--- src/core/ook_modem_pkg.sv ---
// constants and types shared by the modem status and id register block
package ook_modem_pkg;

  // register addresses as carried in the 7-bit serial address field
  localparam logic [6:0] STATUS_ADDR   = 7'h07;
  localparam logic [6:0] PART_ADDR     = 7'h08;
  localparam logic [6:0] REVISION_ADDR = 7'h09;

  // status field positions
  localparam int TX_ACTIVE_BIT = 2;
  localparam int RX_STATE_BIT  = 1;
  localparam int DIR_BIT       = 0;

  // status reset values
  localparam logic TX_ACTIVE_RESET = 1'b1;
  localparam logic RX_STATE_RESET  = 1'b1;
  localparam logic DIR_RESET       = 1'b0;

  // serial frame: bit 15 read flag, 14:8 address, 7:0 data
  localparam int FRAME_BITS   = 16;
  localparam int HEADER_BITS  = 8;
  localparam int READ_FLAG_AT = 7;

  // synchroniser lanes and their idle levels
  localparam int SYNC_W     = 5;
  localparam int LANE_SCLK  = 0;
  localparam int LANE_CS_N  = 1;
  localparam int LANE_MOSI  = 2;
  localparam int LANE_TX_DATA_PIN  = 3;
  localparam int LANE_RX    = 4;
  localparam logic [SYNC_W-1:0] SYNC_RESET = 5'h0A;

  // timing
  localparam int CORE_CLK_HZ    = 10_000_000;
  localparam int CARRIER_DIVIDE = 4;
  localparam int DWELL_BITS     = 16;
  localparam int BAUD_9600      = 9_600;
  localparam int BAUD_38400     = 38_400;
  localparam int BAUD_115200    = 115_200;
  localparam int BIT_CNT_W      = 11;
  localparam logic [BIT_CNT_W-1:0] BIT_CYCLES_9600 =
    BIT_CNT_W'(CORE_CLK_HZ / BAUD_9600);
  localparam logic [BIT_CNT_W-1:0] BIT_CYCLES_38400 =
    BIT_CNT_W'(CORE_CLK_HZ / BAUD_38400);
  localparam logic [BIT_CNT_W-1:0] BIT_CYCLES_115200 =
    BIT_CNT_W'(CORE_CLK_HZ / BAUD_115200);

  typedef struct packed {
    logic tx_carrier_active;
    logic rx_carrier_state;
    logic dir;
  } line_status_t;

  typedef enum logic [1:0] {
    LINE_IDLE    = 2'b00,
    LINE_RECEIVE = 2'b01,
    LINE_DWELL   = 2'b11
  } line_state_t;

  function automatic logic [BIT_CNT_W-1:0] bit_period(
    input logic [1:0] sel
  );
    logic [BIT_CNT_W-1:0] cycles;
    cycles = BIT_CYCLES_9600;
    if (sel == 2'h1)
    begin
      cycles = BIT_CYCLES_38400;
    end
    else if (sel == 2'h2)
    begin
      cycles = BIT_CYCLES_115200;
    end
    return cycles;
  endfunction : bit_period

endpackage : ook_modem_pkg

--- src/core/ook_line_timer.sv ---
// carrier divider and bit-period tick generator
`timescale 1ns/100ps
`default_nettype none
module ook_line_timer
  import ook_modem_pkg::*;
(
  input  wire logic       core_clk_i,   // core clock
  input  wire logic       reset_i,      // sync reset, high
  input  wire logic       run_i,        // send carrier
  input  wire logic       restart_i,    // realign bit timing
  input  wire logic [1:0] rate_sel_i,   // data rate select
  output logic            carrier_o,    // carrier, clock / 4
  output logic            bit_tick_o    // one pulse per bit period
);

  logic [1:0]           phase_r;
  logic [1:0]           phase_nxt;
  logic [BIT_CNT_W-1:0] bit_cnt_r;
  logic [BIT_CNT_W-1:0] bit_cnt_nxt;
  logic                 tick_nxt;

  always_comb
  begin
    // carrier is the top bit of a four-state phase count
    phase_nxt   = run_i ? phase_r + 2'h1 : 2'h0;
    tick_nxt    = 1'b0;
    bit_cnt_nxt = bit_cnt_r + 11'h001;
    if (restart_i)
    begin
      bit_cnt_nxt = 11'h000;
    end
    else if (bit_cnt_r >= bit_period(rate_sel_i) - 11'h001)
    begin
      bit_cnt_nxt = 11'h000;
      tick_nxt    = 1'b1;
    end
  end

  always_ff @(posedge core_clk_i)
  begin
    if (reset_i)
    begin
      phase_r    <= 2'h0;
      bit_cnt_r  <= 11'h000;
      bit_tick_o <= 1'b0;
    end
    else
    begin
      phase_r    <= phase_nxt;
      bit_cnt_r  <= bit_cnt_nxt;
      bit_tick_o <= tick_nxt;
    end
  end

  assign carrier_o = phase_r[1];

  property p_carrier_half_period;
    @(posedge core_clk_i) disable iff (reset_i)
    run_i [*3] |-> carrier_o != $past(carrier_o, 2);
  endproperty
  a_carrier_half_period: assert property (p_carrier_half_period)
    else $error("carrier half period is not two cycles");

  c_carrier_runs: cover property (
    @(posedge core_clk_i) disable iff (reset_i) run_i [*8]);

endmodule : ook_line_timer
`default_nettype wire

--- src/core/ook_modem_status_id_regs.sv ---
// modem line status and identification registers behind the serial port
`timescale 1ns/100ps
`default_nettype none
// Contract
// - with direction low, status bit 2 is 1 while the transmit pin is low or software transmit enable is set and carrier goes out, 0 otherwise.
// - with direction high, status bit 1 is 0 while carrier is received and 1 while it is absent.
// - status bit 0 goes to 1 once carrier is seen on the selected port and stays 0 while none is seen.
// - a fixed read-only 8-bit part code is returned and writes do not change it.
// - a fixed read-only 8-bit silicon revision code is returned and writes do not change it.
// - carrier timing comes from the reference clock divided by four.
// - carrier is sent and reported active when direction is low and the transmit pin is low or software transmit enable is set.
// - after received carrier ends, direction stays in receive for sixteen bit periods before going idle.
module ook_modem_status_id_regs
  import ook_modem_pkg::*;
#(
  parameter logic [7:0] PART_CODE             = 8'h5A, // arbitrary value
  parameter logic [7:0] SILICON_REVISION_CODE = 8'h01  // arbitrary value
)
(
  input  wire logic       core_clk_i,             // reference clock
  input  wire logic       reset_i,                // sync reset, high
  input  wire logic       spi_sclk_i,             // serial clock pin
  input  wire logic       spi_cs_n_i,             // serial select, low
  input  wire logic       spi_mosi_i,             // serial data in
  output logic            spi_miso_o,             // serial data out
  output logic            spi_miso_oe_o,          // drive data out
  input  wire logic       tx_data_pin_n_i,        // transmit data, low
  input  wire logic       rf_receive_input_i,     // carrier detected
  input  wire logic       tx_on_i,                // software tx enable
  input  wire logic [1:0] data_rate_sel_i,        // data rate select
  output logic            tx_carrier_active_o,    // carrier going out
  output logic            rx_carrier_state_o,     // receive out, low=on
  output logic            dir_o,                  // direction, high=rx
  output logic            carrier_o               // modulated carrier
);

  logic [SYNC_W-1:0] s1_r;
  logic [SYNC_W-1:0] s2_r;
  logic [SYNC_W-1:0] s3_r;
  logic [SYNC_W-1:0] filt_r;
  logic [SYNC_W-1:0] filt_nxt;

  // a lane changes only when stages two and three agree
  always_comb
  begin
    filt_nxt = (s2_r & ~(s2_r ^ s3_r)) | (filt_r & (s2_r ^ s3_r));
  end

  always_ff @(posedge core_clk_i)
  begin
    if (reset_i)
    begin
      s1_r   <= SYNC_RESET;
      s2_r   <= SYNC_RESET;
      s3_r   <= SYNC_RESET;
      filt_r <= SYNC_RESET;
    end
    else
    begin
      s1_r   <= {rf_receive_input_i, tx_data_pin_n_i, spi_mosi_i,
                 spi_cs_n_i, spi_sclk_i};
      s2_r   <= s1_r;
      s3_r   <= s2_r;
      filt_r <= filt_nxt;
    end
  end

  logic rx_seen;
  logic tx_request;
  assign rx_seen    = filt_r[LANE_RX];
  assign tx_request = ~filt_r[LANE_TX_DATA_PIN] | tx_on_i;

  // line direction and dwell
  line_state_t  state_r;
  line_state_t  state_nxt;
  logic [4:0]   dwell_cnt_r;
  logic [4:0]   dwell_cnt_nxt;
  line_status_t status_r;
  line_status_t status_nxt;
  logic         bit_tick;
  logic         dwell_start;

  assign dwell_start = (state_r == LINE_RECEIVE) && !rx_seen;

  always_comb
  begin
    state_nxt     = state_r;
    dwell_cnt_nxt = dwell_cnt_r;
    unique case (state_r)
      LINE_IDLE:
      begin
        if (rx_seen)
        begin
          state_nxt = LINE_RECEIVE;
        end
      end
      LINE_RECEIVE:
      begin
        dwell_cnt_nxt = 5'h00;
        if (!rx_seen)
        begin
          state_nxt = LINE_DWELL;
        end
      end
      LINE_DWELL:
      begin
        if (rx_seen)
        begin
          state_nxt = LINE_RECEIVE;
        end
        else if (bit_tick)
        begin
          // idle only after the full dwell of bit periods
          if (dwell_cnt_r == 5'(DWELL_BITS - 1))
          begin
            state_nxt = LINE_IDLE;
          end
          dwell_cnt_nxt = dwell_cnt_r + 5'h01;
        end
      end
      default:
      begin
        state_nxt = LINE_IDLE;
      end
    endcase
    status_nxt.dir = (state_nxt != LINE_IDLE);
    // own carrier is not sent while the line is receiving
    status_nxt.tx_carrier_active =
      tx_request && !status_r.dir;
    status_nxt.rx_carrier_state =
      status_r.dir ? !rx_seen : RX_STATE_RESET;
  end

  always_ff @(posedge core_clk_i)
  begin
    if (reset_i)
    begin
      state_r     <= LINE_IDLE;
      dwell_cnt_r <= 5'h00;
      status_r    <= '{TX_ACTIVE_RESET, RX_STATE_RESET, DIR_RESET};
    end
    else
    begin
      state_r     <= state_nxt;
      dwell_cnt_r <= dwell_cnt_nxt;
      status_r    <= status_nxt;
    end
  end

  ook_line_timer u_timer (
    .core_clk_i (core_clk_i),
    .reset_i    (reset_i),
    .run_i      (status_r.tx_carrier_active),
    .restart_i  (dwell_start),
    .rate_sel_i (data_rate_sel_i),
    .carrier_o  (carrier_o),
    .bit_tick_o (bit_tick)
  );

  assign tx_carrier_active_o = status_r.tx_carrier_active;
  assign rx_carrier_state_o  = status_r.rx_carrier_state;
  assign dir_o               = status_r.dir;

  // serial slave, mode 0, msb first
  logic [FRAME_BITS-1:0] rx_shift_r;
  logic [FRAME_BITS-1:0] rx_shift_nxt;
  logic [4:0]            cnt_r;
  logic [4:0]            cnt_nxt;
  logic [7:0]            tx_shift_r;
  logic [7:0]            tx_shift_nxt;
  logic                  sclk_prev_r;
  logic                  sclk_rise;
  logic                  sclk_fall;
  logic                  selected;
  logic                  load;
  logic [7:0]            read_data;

  assign selected  = !filt_r[LANE_CS_N];
  assign sclk_rise = filt_r[LANE_SCLK] && !sclk_prev_r;
  assign sclk_fall = !filt_r[LANE_SCLK] && sclk_prev_r;
  assign load      = selected && sclk_fall && (cnt_r == 5'(HEADER_BITS))
                     && rx_shift_r[READ_FLAG_AT];

  always_comb
  begin
    // writes land nowhere: every register here is read-only
    read_data = 8'h00;
    unique case (rx_shift_r[6:0])
      STATUS_ADDR:   read_data = {5'h00, status_r};
      PART_ADDR:     read_data = PART_CODE;
      REVISION_ADDR: read_data = SILICON_REVISION_CODE;
      default:       read_data = 8'h00;
    endcase
    rx_shift_nxt = rx_shift_r;
    cnt_nxt      = cnt_r;
    tx_shift_nxt = tx_shift_r;
    if (!selected)
    begin
      cnt_nxt      = 5'h00;
      tx_shift_nxt = 8'h00;
    end
    else
    begin
      if (sclk_rise && cnt_r < 5'(FRAME_BITS))
      begin
        rx_shift_nxt = {rx_shift_r[FRAME_BITS-2:0], filt_r[LANE_MOSI]};
        cnt_nxt      = cnt_r + 5'h01;
      end
      if (load)
      begin
        tx_shift_nxt = read_data;
      end
      else if (sclk_fall && cnt_r > 5'(HEADER_BITS))
      begin
        tx_shift_nxt = {tx_shift_r[6:0], 1'b0};
      end
    end
  end

  always_ff @(posedge core_clk_i)
  begin
    if (reset_i)
    begin
      rx_shift_r  <= 16'h0000;
      cnt_r       <= 5'h00;
      tx_shift_r  <= 8'h00;
      sclk_prev_r <= 1'b0;
    end
    else
    begin
      rx_shift_r  <= rx_shift_nxt;
      cnt_r       <= cnt_nxt;
      tx_shift_r  <= tx_shift_nxt;
      sclk_prev_r <= filt_r[LANE_SCLK];
    end
  end

  assign spi_miso_o    = tx_shift_r[7];
  assign spi_miso_oe_o = selected;

  property p_tx_bit;
    @(posedge core_clk_i) disable iff (reset_i)
    !status_r.dir && !$past(status_r.dir) |=>
      tx_carrier_active_o == $past(tx_request);
  endproperty
  a_tx_bit: assert property (p_tx_bit)
    else $error("transmit activity bit does not follow request");

  property p_rx_bit;
    @(posedge core_clk_i) disable iff (reset_i)
    status_r.dir |=> rx_carrier_state_o == !$past(rx_seen);
  endproperty
  a_rx_bit: assert property (p_rx_bit)
    else $error("receive bit is not the inverse of carrier");

  property p_dir_set;
    @(posedge core_clk_i) disable iff (reset_i)
    rx_seen |=> dir_o;
  endproperty
  a_dir_set: assert property (p_dir_set)
    else $error("direction not raised on carrier");

  property p_part_read;
    @(posedge core_clk_i) disable iff (reset_i)
    load && rx_shift_r[6:0] == PART_ADDR |=> tx_shift_r == PART_CODE;
  endproperty
  a_part_read: assert property (p_part_read)
    else $error("part code read wrong");

  property p_rev_read;
    @(posedge core_clk_i) disable iff (reset_i)
    load && rx_shift_r[6:0] == REVISION_ADDR |=>
      tx_shift_r == SILICON_REVISION_CODE;
  endproperty
  a_rev_read: assert property (p_rev_read)
    else $error("revision code read wrong");

  property p_no_carrier_when_off;
    @(posedge core_clk_i) disable iff (reset_i)
    !tx_carrier_active_o |=> !carrier_o;
  endproperty
  a_no_carrier_when_off: assert property (p_no_carrier_when_off)
    else $error("carrier present while transmit inactive");

  property p_dwell_holds;
    @(posedge core_clk_i) disable iff (reset_i)
    state_r == LINE_DWELL && dwell_cnt_r < 5'h0F |=> dir_o;
  endproperty
  a_dwell_holds: assert property (p_dwell_holds)
    else $error("direction dropped before dwell ended");

  property p_dir_fall_after_dwell;
    @(posedge core_clk_i) disable iff (reset_i)
    $fell(dir_o) |-> $past(dwell_cnt_r) == 5'h0F && $past(bit_tick);
  endproperty
  a_dir_fall_after_dwell: assert property (p_dir_fall_after_dwell)
    else $error("direction fell without full dwell");

  property p_status_upper_zero;
    @(posedge core_clk_i) disable iff (reset_i)
    load && rx_shift_r[6:0] == STATUS_ADDR |=> tx_shift_r[7:3] == 5'h00
      && tx_shift_r[2:0] == $past(status_r);
  endproperty
  a_status_upper_zero: assert property (p_status_upper_zero)
    else $error("status read not live or upper bits set");

  c_receive_dwell_idle: cover property (
    @(posedge core_clk_i) disable iff (reset_i) $fell(dir_o));
  c_status_read: cover property (
    @(posedge core_clk_i) disable iff (reset_i)
    load && rx_shift_r[6:0] == STATUS_ADDR);
  c_transmit: cover property (
    @(posedge core_clk_i) disable iff (reset_i) $rose(tx_carrier_active_o));

endmodule : ook_modem_status_id_regs
`default_nettype wire

--- config.mk ---
export PLATFORM = sky130hd
export DESIGN_NAME = ook_modem_status_id_regs
export DESIGN_NICKNAME = d
export VERILOG_FILES = /design/src/core/ook_modem_pkg.sv /design/src/core/ook_line_timer.sv /design/src/core/ook_modem_status_id_regs.sv
export SDC_FILE = /design/constraint.sdc
export NUM_CORES = 1
export LEC_CHECK = 0
export BUFFER_PORTS_ARGS = -buffer_cell sky130_fd_sc_hd__clkbuf_2
export CAP_MARGIN = 20
export CELL_PAD_IN_SITES_DETAIL_PLACEMENT = 1
export CELL_PAD_IN_SITES_GLOBAL_PLACEMENT = 1
export CORE_ASPECT_RATIO = 1.1
export CORE_MARGIN = 1
export CORE_UTILIZATION = 48
export CTS_BUF_LIST = sky130_fd_sc_hd__clkbuf_4
export DETAILED_ROUTE_END_ITERATION = 6
export PLACE_DENSITY = 0.79
export SLEW_MARGIN = 20
export SYNTH_ARGS = -nofsm -noshare
export SYNTH_HDL_FRONTEND = slang
export SYNTH_SLANG_ARGS = --single-unit
export TNS_END_PERCENT = 100
--- constraint.sdc ---
create_clock -name core_clk_i -period 2.32 [get_ports core_clk_i]
set_input_delay 0.232 -clock core_clk_i [delete_from_list [all_inputs] [get_ports core_clk_i]]
set_output_delay 0.232 -clock core_clk_i [all_outputs]
set_load 0.005 [all_outputs]
==> metrics.cfg, run 1 <==
[global_route]
grt_start_max_net_pins=54
track_usage_pct=21.2
grt_overflow_total=0
grt_pass1_vias=2161
antenna_found_initial=0
first_pass_grt_wire_length_mm=9.67

[sta]
finalHoldViolations=0
timing_max_transition_violations_final=0
final.setup.tns_ns=0
timing_worst_slew_pin_value_ns=0.515
relSlewSlack_pct=65.5
timing.clock.skew_ns=0.0142
min_period_over_period_pct=80.6
post-route-min-period_ns=1.87
setup_viol_count_final=0
finalHoldWorstSlack_ns=0.0331
rsz_0062_raised_after_global_routing=false
fmaxAchievable_mhz=535

[synth]
ys.flop_type=sky130_fd_sc_hd__dfxtp_1
dominant_cells_by_area_after_synthesis=sky130_fd_sc_hd__dfxtp_1 (47%), sky130_fd_sc_hd__ha_1 (8.4%), sky130_fd_sc_hd__nand2_1 (5.3%)
synth_area_in_xor_xnor_pct=4.65
synth_simple_gate_area_share_pct=26.9
synth_common_cells=sky130_fd_sc_hd__dfxtp_1 (66), sky130_fd_sc_hd__nand2_1 (40), sky130_fd_sc_hd__nor2_1 (27)
ys.warnings.count=0
ys_types=45
synth_cells=311
ys_seq_area_share_pct=46.8
synth_edf_count=0
cell_with_the_most_instances_after_synthesis=sky130_fd_sc_hd__dfxtp_1
async_reset_ff_share_pct=0
yosys.area_share.adder_pct=8.42
yosys.area.top_type_share_pct=46.8
synth_top_area_cell=sky130_fd_sc_hd__dfxtp_1
ys_seq_elements=66
synth-compound-area-share_pct=9.48
synth_area_per_cell_um2=9.08
synth_top_family_by_area=simple AND/OR/NAND/NOR gates
syn-cell-area_um2=2820
proportion_of_synthesized_area_in_mux_cells_pct=0.354

[floorplanning]
die_width_um=75.1
fp.coreArea_um2=5540
floorplan.initialDensity_pct=51.0
rows=28
pin_count=16
die_height_um=82.4
fp.dieArea_um2=6190

[power_and_ir_drop]
pwr_density_cell_nw_per_um2=661
vdd_drop_max_mv=0.354
leakage_nw=1.26
power.combinational.fraction_pct=4.4
power.share.sequential_pct=55.9
p_sw_share_pct=22.0
p_sw_mw=0.459
clock_power_share_pct=39.7
internal_portion_of_total_power_mw=1.63

[clock_network]
ctsHtreeMaxLevel=3
cts_tree=done
numClockSinks=66
tritoncts.num_buffers=9
cts_clock_pin_slew_for_the_worst_setup_and_hold_paths_ns=0.11
cts_setup_buffers=0
later_pin_clock_latency_in_the_skew_report_ns=0.41
ctsRootBufferMaster=sky130_fd_sc_hd__clkbuf_4
clock_tree.buffer_depth=2

[critical_path]
critPathLaunchType=input port
worst-endpoint-arrival_ns=2.17
cp-end-kind=flop
critPathMaxFanout=12
worstSetupPathType=input port to flop
reg2reg_setup_slack_ns=0.45
endpoint_required_time_on_the_critical_path_ns=2.62

[cells_and_area]
num_antenna_cells=0
nets=363
final_layout_size_suffix_gt1_share_pct=14.8
filler_cell_count=673
syn2layout_area_growth_pct=11.8

[route]
total_wirelength_mm=5.77
drt_wl_cell_um=14.0
antenna_violating_nets_post_route=0
routed_via_density=5.29
drc=0
route.vias.total=2181
firstDrtPassIters=4
drt_iter0_drc=58

[placed_design]
placement.io_buffers=15
gp_congestion=0.758
dp_hpwl_mm=3.99

[run]
drv_cap=0

[outcome]
status=finished clean

[min_path]
hold_class=input port to flop

-- state kept, by name, indices dropped and copies added, names as in the netlist, 2 cells and up, named ones only --
| register | flops |
|---|---|
| u_timer.phase_r | 2 |
| state_r | 2 |
| tx_shift_r | 8 |
| u_timer.bit_cnt_r | 11 |
| s2_r | 5 |
| s3_r | 5 |
| dwell_cnt_r | 5 |
| cnt_r | 5 |
| rx_shift_r | 8 |
| s1_r | 5 |
-- worst max-delay path, cell delays in order --
cell,delay [ns]
sky130_fd_sc_hd__clkbuf_2,0.10
sky130_fd_sc_hd__inv_1,0.04
sky130_fd_sc_hd__ha_1,0.27
sky130_fd_sc_hd__inv_1,0.06
sky130_fd_sc_hd__or3_1,0.32
sky130_fd_sc_hd__ha_1,0.28
sky130_fd_sc_hd__nand2_1,0.07
sky130_fd_sc_hd__nor2_1,0.05
sky130_fd_sc_hd__a21oi_1,0.13
sky130_fd_sc_hd__o211ai_1,0.10
sky130_fd_sc_hd__buf_4,0.19
sky130_fd_sc_hd__nor4_1,0.33
-- layout make-up --
| cell class | instances | area, µm² | area share, % |
|---|---|---|---|
| well taps | 75 | 93.8 | 2.97 |
| inverters | 13 | 48.8 | 1.55 |
| clock inverters | 4 | 68.8 | 2.18 |
| repair buffers | 20 | 130 | 4.12 |
| flip-flops and latches | 66 | 1320 | 41.9 |
| clock buffers | 10 | 75.1 | 2.38 |
| multi-input cells | 224 | 1420 | 44.9 |
-- what timing repair did --
item,4_1_cts,5_1_grt
resized for setup,0,0
endpoints found under the hold margin,2,0
hold buffers,2,0
-- per-layer routing --
metal  vias up  track usage (%)  wire (µm)
li1       1100                -          -
met2        34             33.6       2660
met1      1035             26.8       2800
met3        12             6.31        177
met5         -                0          0
met4         0             9.26        129
-- final timing paths --
kind / endpoint / depth (start not counted) / startpoint
worst max-delay path: u_timer.bit_cnt_r[3] / 12 / data_rate_sel_i[0]
worst min register to register: s2_r[1] / 1 / s1_r[1]
worst max register to register: u_timer.bit_cnt_r[3] / 8 / u_timer.bit_cnt_r[0]
worst min-delay path: s1_r[2] / 2 / spi_mosi_i
-- kinds of logic (layout without fill, tap and decap cells) --
| family | Yosys count | after routing |
|---|---|---|
| mux | 1 | 1 |
| fa+ha+maj | 19 | 19 |
| flops | 66 | 66 |
| buf+inv | 23 | 47 |
| other cells | 1 | 3 |
| xor+xnor | 15 | 15 |
| simple gates | 142 | 142 |
| compound gates | 44 | 44 |
-- through the flow --
| step | setup slack (ns) | utilization, % | power, mW | instances | area, µm² |
|---|---|---|---|---|---|
| 2_1_floorplan | 0.285 | - | 1.25 | 313 | 2830 |
| 3_3_place_gp | 0.193 | 54.1 | 1.28 | 396 | 2990 |
| 3_5_place_dp | 0.0187 | 54.1 | 1.28 | 396 | 2990 |
| 4_1_cts | 0.454 | 57.0 | 2.12 | 412 | 3160 |
| 5_1_grt | 0.347 | 57.0 | 2.18 | 412 | 3160 |
| 6_report | 0.450 | 57.0 | 2.09 | 412 | 3160 |
-- cells in the final DEF, fill, tap and decap left out, types with 2 or more instances in the layout --
cell type | synthesis | final
sky130_fd_sc_hd__bufinv_16 | 0 | 2
sky130_fd_sc_hd__nand2b_1 | 2 | 2
sky130_fd_sc_hd__nor2_1 | 27 | 27
sky130_fd_sc_hd__buf_4 | 1 | 2
sky130_fd_sc_hd__xnor2_1 | 7 | 7
sky130_fd_sc_hd__nor3_1 | 6 | 6
sky130_fd_sc_hd__or3_1 | 3 | 3
sky130_fd_sc_hd__nor4_1 | 11 | 11
sky130_fd_sc_hd__xor2_1 | 8 | 8
sky130_fd_sc_hd__o21bai_1 | 3 | 3
sky130_fd_sc_hd__or2_2 | 7 | 7
sky130_fd_sc_hd__and2_1 | 5 | 5
sky130_fd_sc_hd__o21ai_0 | 5 | 5
sky130_fd_sc_hd__inv_1 | 13 | 13
sky130_fd_sc_hd__clkbuf_2 | 0 | 15
sky130_fd_sc_hd__nand3_1 | 8 | 8
sky130_fd_sc_hd__o221a_2 | 2 | 2
sky130_fd_sc_hd__nand2_1 | 40 | 40
sky130_fd_sc_hd__clkbuf_4 | 0 | 10
sky130_fd_sc_hd__conb_1 | 1 | 3
sky130_fd_sc_hd__ha_1 | 19 | 19
sky130_fd_sc_hd__nand4_1 | 3 | 3
sky130_fd_sc_hd__and3_1 | 3 | 3
sky130_fd_sc_hd__nor3b_1 | 2 | 2
sky130_fd_sc_hd__dlygate4sd3_1 | 0 | 2
sky130_fd_sc_hd__a21oi_1 | 26 | 26
sky130_fd_sc_hd__nor2b_1 | 14 | 14
sky130_fd_sc_hd__dfxtp_1 | 66 | 66
sky130_fd_sc_hd__nor3b_2 | 2 | 2
-- power by group through the flow --
stage / combinational (mW) / sequential (mW) / clock, mW
final: 0.0923 / 1.17 / 0.829
after global routing: 0.106 / 1.17 / 0.903
after CTS: 0.0937 / 1.17 / 0.857
after detailed placement: 0.0907 / 1.19 / 0
after global placement: 0.0858 / 1.19 / 0
after floorplan: 0.0609 / 1.19 / 0
No activity file was read; power rests on OpenSTA's default activity.
==> run 2, diff against run 1 <==
- clock period: 2.32 -> 1.8 ns (I/O delays scaled with it)
==> run 2 against run 1 <==
Hold slack improved by 0.0092 ns; routed wire length rose by 7.1%; sequential share of layout area decreased by 2.0 points; sequential power increased by 28%; global-route usage grew 0.30 points; critical path depth decreased by 5; setup slack lost 0.39 ns; count of clock-buffer cells in the layout unchanged; via count increased by 2.7%; non-clock buffer count grew 13; critical endpoint is now u_timer.bit_cnt_r[2]; final cell count rose by 3.6%; highest routed layer unchanged; power is 25% higher.
==> metrics.cfg, run 2 (synthesized netlist as in run 1, its figures left out) <==
[route]
antenna_violating_nets_post_route=0  ; unchanged
routed_via_density=5.24  ; -0.95%
total_wirelength_mm=6.18  ; +7.1%
route.vias.total=2239  ; +2.7%
drc=0  ; unchanged
drt_wl_cell_um=14.5  ; +3.4%
firstDrtPassIters=4  ; unchanged
drt_iter0_drc=75  ; +29%

[clock_network]
tritoncts.num_buffers=9  ; unchanged
numClockSinks=66  ; unchanged
later_pin_clock_latency_in_the_skew_report_ns=0.39  ; -0.02 ns
clock_tree.buffer_depth=2  ; unchanged
ctsRootBufferMaster=sky130_fd_sc_hd__clkbuf_4
cts_tree=done
ctsHtreeMaxLevel=3  ; unchanged
cts_clock_pin_slew_for_the_worst_setup_and_hold_paths_ns=0.10  ; about the same

[floorplanning]
fp.coreArea_um2=5540  ; unchanged
die_width_um=75.1  ; unchanged
fp.dieArea_um2=6190  ; unchanged
die_height_um=82.4  ; unchanged
rows=28  ; unchanged
pin_count=16  ; unchanged
floorplan.initialDensity_pct=51.0  ; unchanged

[global_route]
global_routing_usage_on_met1_pct=26.7  ; -0.070 points
track_usage_pct=21.5  ; +0.30 points
grt_pass1_vias=2198  ; +1.7%
grtUsageMet3_pct=5.22  ; -1.1 points
first_pass_grt_wire_length_mm=9.98  ; +3.2%
global_route.peak_usage_layer=met2
grt_start_max_net_pins=48  ; -11%
grt_overflow_total=0  ; unchanged
antenna_found_initial=0  ; unchanged
gr-usage-met2_pct=36.7  ; +3.1 points

[min_path]
whs_endpoint=tx_carrier_active_o
hold_path.startpoint=tx_on_i
hold_class=input port to flop
count_of_cells_along_the_worst_hold_path=3  ; +1

[cells_and_area]
nets=376  ; +3.6%
final_layout_size_suffix_gt1_share_pct=20.5  ; +5.6 points
finalInstanceArea_um2=3320  ; +5.1%
largest_register_ff_count=11  ; unchanged
filler_cell_count=672  ; -0.15%
final_cell_mix=sky130_fd_sc_hd__dfxtp_1 (64), sky130_fd_sc_hd__nand2_1 (39), sky130_fd_sc_hd__nor2_1 (27), sky130_fd_sc_hd__a21oi_1 (26), sky130_fd_sc_hd__ha_1 (17)
syn2layout_area_growth_pct=17.5
final_common_cell=sky130_fd_sc_hd__dfxtp_1
largest_registers=u_timer.bit_cnt_r (11), rx_shift_r (8), tx_shift_r (8)
num_antenna_cells=0  ; unchanged
largest-register=u_timer.bit_cnt_r

[placed_design]
dp_slack_ns=-0.449  ; -0.468 ns
gp_congestion=0.756  ; -0.25%
placement.io_buffers=15  ; unchanged
dp_hpwl_mm=4.20  ; +5.4%
dpl_cell_area_um2=3090  ; +3.3%

[sta]
post-route-min-period_ns=1.74
final.setup.tns_ns=0  ; unchanged
min_period_over_period_pct=96.9
rsz_0062_raised_after_global_routing=true
setup_ws_ns=0.0563  ; -0.393 ns
finalHoldWorstSlack_ns=0.0423  ; +0.00915 ns
timing_max_transition_violations_final=0  ; unchanged
setup_viol_count_final=0  ; unchanged
finalHoldViolations=0  ; unchanged
fmaxAchievable_mhz=573
timing.clock.skew_ns=0.0153  ; +0.00106 ns

[power_and_ir_drop]
leakage_nw=1.31  ; +4.0%
total_power_mw=2.60  ; +25%
vdd_drop_max_mv=0.446  ; +26%
pwr_density_cell_nw_per_um2=783  ; +18%

[critical_path]
worstSetupPathType=flop to flop
reg2reg_setup_slack_ns=0.06  ; -0.39 ns
endpoint_required_time_on_the_critical_path_ns=2.08  ; -0.54 ns
rr_endpoint=u_timer.bit_cnt_r[2]
r2r_cells=7  ; -1
critPathLaunchType=flop
worst-endpoint-arrival_ns=2.03  ; -0.14 ns
critPathMaxFanout=6  ; -6
cp-end-kind=flop
r2r_start=u_timer.bit_cnt_r[2]

[run]
drv_cap=0  ; unchanged

[outcome]
status=finished clean

==> run 2: layout make-up <==
class                           count  area (µm²)  share of cell area (%)
Multi-Input combinational cell    224        1470                    44.2
Clock buffer                       10        75.1                    2.26
Clock inverter                      6        57.6                    1.73
Inverter                           13        61.3                    1.85
Timing Repair Buffer               33         241                    7.28
Sequential cell                    66        1320                    39.9
Tap cell                           75        93.8                    2.83
==> run 2: worst max-delay path by stage <==
stage / from / end / slack, ns / depth (start not counted)
detailed placement: data_rate_sel_i[0] / u_timer.bit_cnt_r[3] / -0.45 / 12
CTS: data_rate_sel_i[0] / u_timer.bit_cnt_r[3] / 0.005 / 12
floorplan: data_rate_sel_i[0] / u_timer.bit_cnt_r[10] / -0.06 / 11
global placement: data_rate_sel_i[0] / u_timer.bit_cnt_r[3] / -0.34 / 12
finish: u_timer.bit_cnt_r[2] / u_timer.bit_cnt_r[2] / 0.06 / 7
global route: u_timer.bit_cnt_r[0] / u_timer.bit_cnt_r[2] / -0.09 / 8
==> run 2: timing repair <==
action,4_1_cts,5_1_grt
endpoints found under the setup margin,3,13
hold buffers,5,0
endpoints found under the hold margin,5,0
cloned,0,1
setup buffers,0,1
gates resized for setup,1,12
pin swaps,0,3
==> run 2: through the flow <==
step	utilization, %	cells
floorplan	-	313
detailed placement	55.8	404
finish	59.9	427
CTS	59.2	425
global route	59.9	427
global placement	55.8	404
==> run 2: per-layer routing <==
metal | share of wire [%] | vias up
li1 | - | 1132
met2 | 50 | 23
met5 | 0 | -
met1 | 47 | 1074
met3 | 2.2 | 10
met4 | 1.0 | 0
==> run 2: where the power goes <==
part	switching [mW]	internal (mW)
Combinational	0.0734	0.0727
Clock	0.521	0.428
Sequential	0.0183	1.49
Total	0.613	1.99
==> run 2: critical path, stage by stage, from the launching register on <==
cell and delay (ns):
sky130_fd_sc_hd__dfxtp_2 0.37, sky130_fd_sc_hd__ha_1 0.31, sky130_fd_sc_hd__a21oi_1 0.12, sky130_fd_sc_hd__o21ai_0 0.11
sky130_fd_sc_hd__a21oi_1 0.16, sky130_fd_sc_hd__o211ai_1 0.12, sky130_fd_sc_hd__buf_4 0.19, sky130_fd_sc_hd__nor4_1 0.27
==> run 3, diff against run 2 <==
- CELL_PAD_IN_SITES_DETAIL_PLACEMENT: 1 -> 0
==> run 3 against run 2 <==
Via count shrank 6.7%; critical path depth grew 5; core utilization shrank 0.99 points; hold slack lost 0.011 ns; sequential power is essentially flat; cell area shrank 1.7%; first-iteration DRC count grew 47%; register-to-register slack gained 0.09 ns; final cell count shrank 0.47%; non-clock buffer count shrank 1; flip-flop and latch count is the same; routed wire length shrank 21%; largest cell class unchanged; largest power group unchanged.
==> metrics.cfg, run 3 (synthesized netlist as in run 1, its figures left out) <==
[outcome]
status=finished clean

[route]
drc=0  ; unchanged
antenna_violating_nets_post_route=0  ; unchanged
dr_wl_met3_um=170  ; +25%
highest_signal_layer_in_the_routed_design=met4
firstDrtPassIters=4  ; unchanged
total_wirelength_mm=4.86  ; -21%
drt_wl_cell_um=11.4  ; -21%
routed_via_density=4.92  ; -6.3%
route.vias.total=2089  ; -6.7%
drt-met1-wl_mm=2.53  ; -12%
wl_met2_mm=2.08  ; -33%
drt_iter0_drc=110  ; +47%

[clock_network]
numClockSinks=66  ; unchanged
cts_tree=done
cts_clock_pin_slew_for_the_worst_setup_and_hold_paths_ns=0.09  ; about the same
ctsRootBufferMaster=sky130_fd_sc_hd__clkbuf_4
clock_tree.buffer_depth=2  ; unchanged
later_pin_clock_latency_in_the_skew_report_ns=0.39  ; about the same
tritoncts.num_buffers=9  ; unchanged
ctsHtreeMaxLevel=3  ; unchanged

[cells_and_area]
finalInstanceArea_um2=3260  ; -1.7%
finalCoreUtilization_pct=59.0  ; -0.99 points
num_antenna_cells=0  ; unchanged
largest_registers=u_timer.bit_cnt_r (11), rx_shift_r (8), tx_shift_r (8)
largest-register=u_timer.bit_cnt_r
syn2layout_area_growth_pct=15.6
final_common_cell=sky130_fd_sc_hd__dfxtp_1
stdcell_count=425  ; -0.47%
filler_cell_count=513  ; -24%
final_cell_mix=sky130_fd_sc_hd__dfxtp_1 (64), sky130_fd_sc_hd__nand2_1 (40), sky130_fd_sc_hd__nor2_1 (27), sky130_fd_sc_hd__a21oi_1 (26), sky130_fd_sc_hd__ha_1 (17)
nets=375  ; -0.27%
largest_register_ff_count=11  ; unchanged
final_layout_size_suffix_gt1_share_pct=19.4  ; -1.0 points

[placed_design]
placement.io_buffers=15  ; unchanged
dp_slack_ns=-0.399  ; +0.0506 ns
numPlacedInstances=404  ; unchanged
dp_hpwl_mm=3.43  ; -18%
gp_congestion=0.756  ; unchanged
dpl_cell_area_um2=3090  ; unchanged

[global_route]
grt_pass1_vias=1907  ; -13%
grt_overflow_total=0  ; unchanged
antenna_found_initial=0  ; unchanged
grt_start_max_net_pins=48  ; unchanged
first_pass_grt_wire_length_mm=8.50  ; -15%
track_usage_pct=18.5  ; -3.0 points

[critical_path]
critPathLaunchType=input port
endpoint_required_time_on_the_critical_path_ns=2.10  ; +0.02 ns
worst-endpoint-arrival_ns=2.00  ; -0.03 ns
r2r_start=u_timer.bit_cnt_r[0]
cp-end-kind=flop
critPathMaxFanout=12  ; +6
worstSetupPathType=input port to flop
r2r_cells=8  ; +1
rr_endpoint=u_timer.bit_cnt_r[3]
reg2reg_setup_slack_ns=0.15  ; +0.09 ns

[min_path]
whs_endpoint=tx_carrier_active_o
hold_class=input port to flop
hold_path.startpoint=tx_on_i
count_of_cells_along_the_worst_hold_path=3  ; unchanged

[power_and_ir_drop]
total_power_mw=2.39  ; -8.1%
pwr_density_cell_nw_per_um2=732  ; -6.6%
leakage_nw=1.30  ; -0.96%
vdd_drop_max_mv=0.532  ; +19%

[sta]
setup_ws_ns=0.102  ; +0.0454 ns
fmaxAchievable_mhz=589  ; +2.7%
timing_max_transition_violations_final=0  ; unchanged
min_period_over_period_pct=94.4  ; -2.5 points
setup_viol_count_final=0  ; unchanged
rsz_0062_raised_after_global_routing=true
post-route-min-period_ns=1.70  ; -0.0454 ns
timing.clock.skew_ns=0.00902  ; -0.00629 ns
finalHoldViolations=0  ; unchanged

[floorplanning]
rows=28  ; unchanged
floorplan.initialDensity_pct=51.0  ; unchanged
fp.coreArea_um2=5540  ; unchanged
pin_count=16  ; unchanged
die_height_um=82.4  ; unchanged
fp.dieArea_um2=6190  ; unchanged
die_width_um=75.1  ; unchanged

[run]
drv_cap=0  ; unchanged

[run 3: area by class of cell]
class / instances / area, µm² / area share (%)
timing repair buffer: 32 / 230 / 7.06
multi-input combinational: 224 / 1460 / 44.6
clock inverter: 5 / 22.5 / 0.690
clock buffer: 10 / 75.1 / 2.30
inverter: 13 / 61.3 / 1.88
sequential: 66 / 1320 / 40.6
tap: 75 / 93.8 / 2.88
[run 3: how the worst max path moves through the flow]
| stage | cells after the start | end | start | slack [ns] |
|---|---|---|---|---|
| floorplan | 11 | u_timer.bit_cnt_r[10] | data_rate_sel_i[0] | -0.06 |
| global placement | 12 | u_timer.bit_cnt_r[3] | data_rate_sel_i[0] | -0.34 |
| detailed placement | 12 | u_timer.bit_cnt_r[3] | data_rate_sel_i[0] | -0.40 |
| CTS | 12 | u_timer.bit_cnt_r[3] | data_rate_sel_i[0] | 0.03 |
| global route | 8 | u_timer.bit_cnt_r[3] | u_timer.bit_cnt_r[0] | -0.01 |
| finish | 12 | u_timer.bit_cnt_r[3] | data_rate_sel_i[0] | 0.10 |
[run 3: what timing repair did]
item                       CTS  global route
setup endpoints to repair    0            11
hold endpoints to repair     5             0
hold buffers                 5             0
resized for setup            0             7
buffers inserted             0             1
[run 3: power breakdown]
| part | total (mW) | internal (mW) | leakage [nW] | switching (mW) |
|---|---|---|---|---|
| Sequential | 1.50 | 1.49 | 0.536 | 0.0157 |
| Clock | 0.753 | 0.276 | 0.0609 | 0.476 |
| Combinational | 0.135 | 0.0687 | 0.704 | 0.0665 |
[run 3: per-layer routing]
metal | vias to the layer above | GRT usage, %
li1 | 1125 | -
met1 | 929 | 24.9
met2 | 28 | 27.1
met3 | 7 | 6.92
met4 | 0 | 6.67
met5 | - | 0
[run 3: critical path, stage by stage]
cell and delay [ns]:
sky130_fd_sc_hd__buf_4 0.15, sky130_fd_sc_hd__inv_12 0.03, sky130_fd_sc_hd__ha_4 0.24, sky130_fd_sc_hd__inv_2 0.03, sky130_fd_sc_hd__or3_1 0.30, sky130_fd_sc_hd__ha_1 0.28, sky130_fd_sc_hd__nand2_1 0.08, sky130_fd_sc_hd__nor2_1 0.04
sky130_fd_sc_hd__a21oi_1 0.13, sky130_fd_sc_hd__o211ai_1 0.11, sky130_fd_sc_hd__buf_4 0.19, sky130_fd_sc_hd__nor4_2 0.23
[run 3: through the flow]
step                      hold WS, ns  setup TNS (ns)
after floorplan                 0.284          -0.505
after global placement          0.368           -3.41
after detailed placement        0.370           -3.71
after CTS                     0.00284               0
after global routing          0.00554         -0.0104
final                          0.0309               0
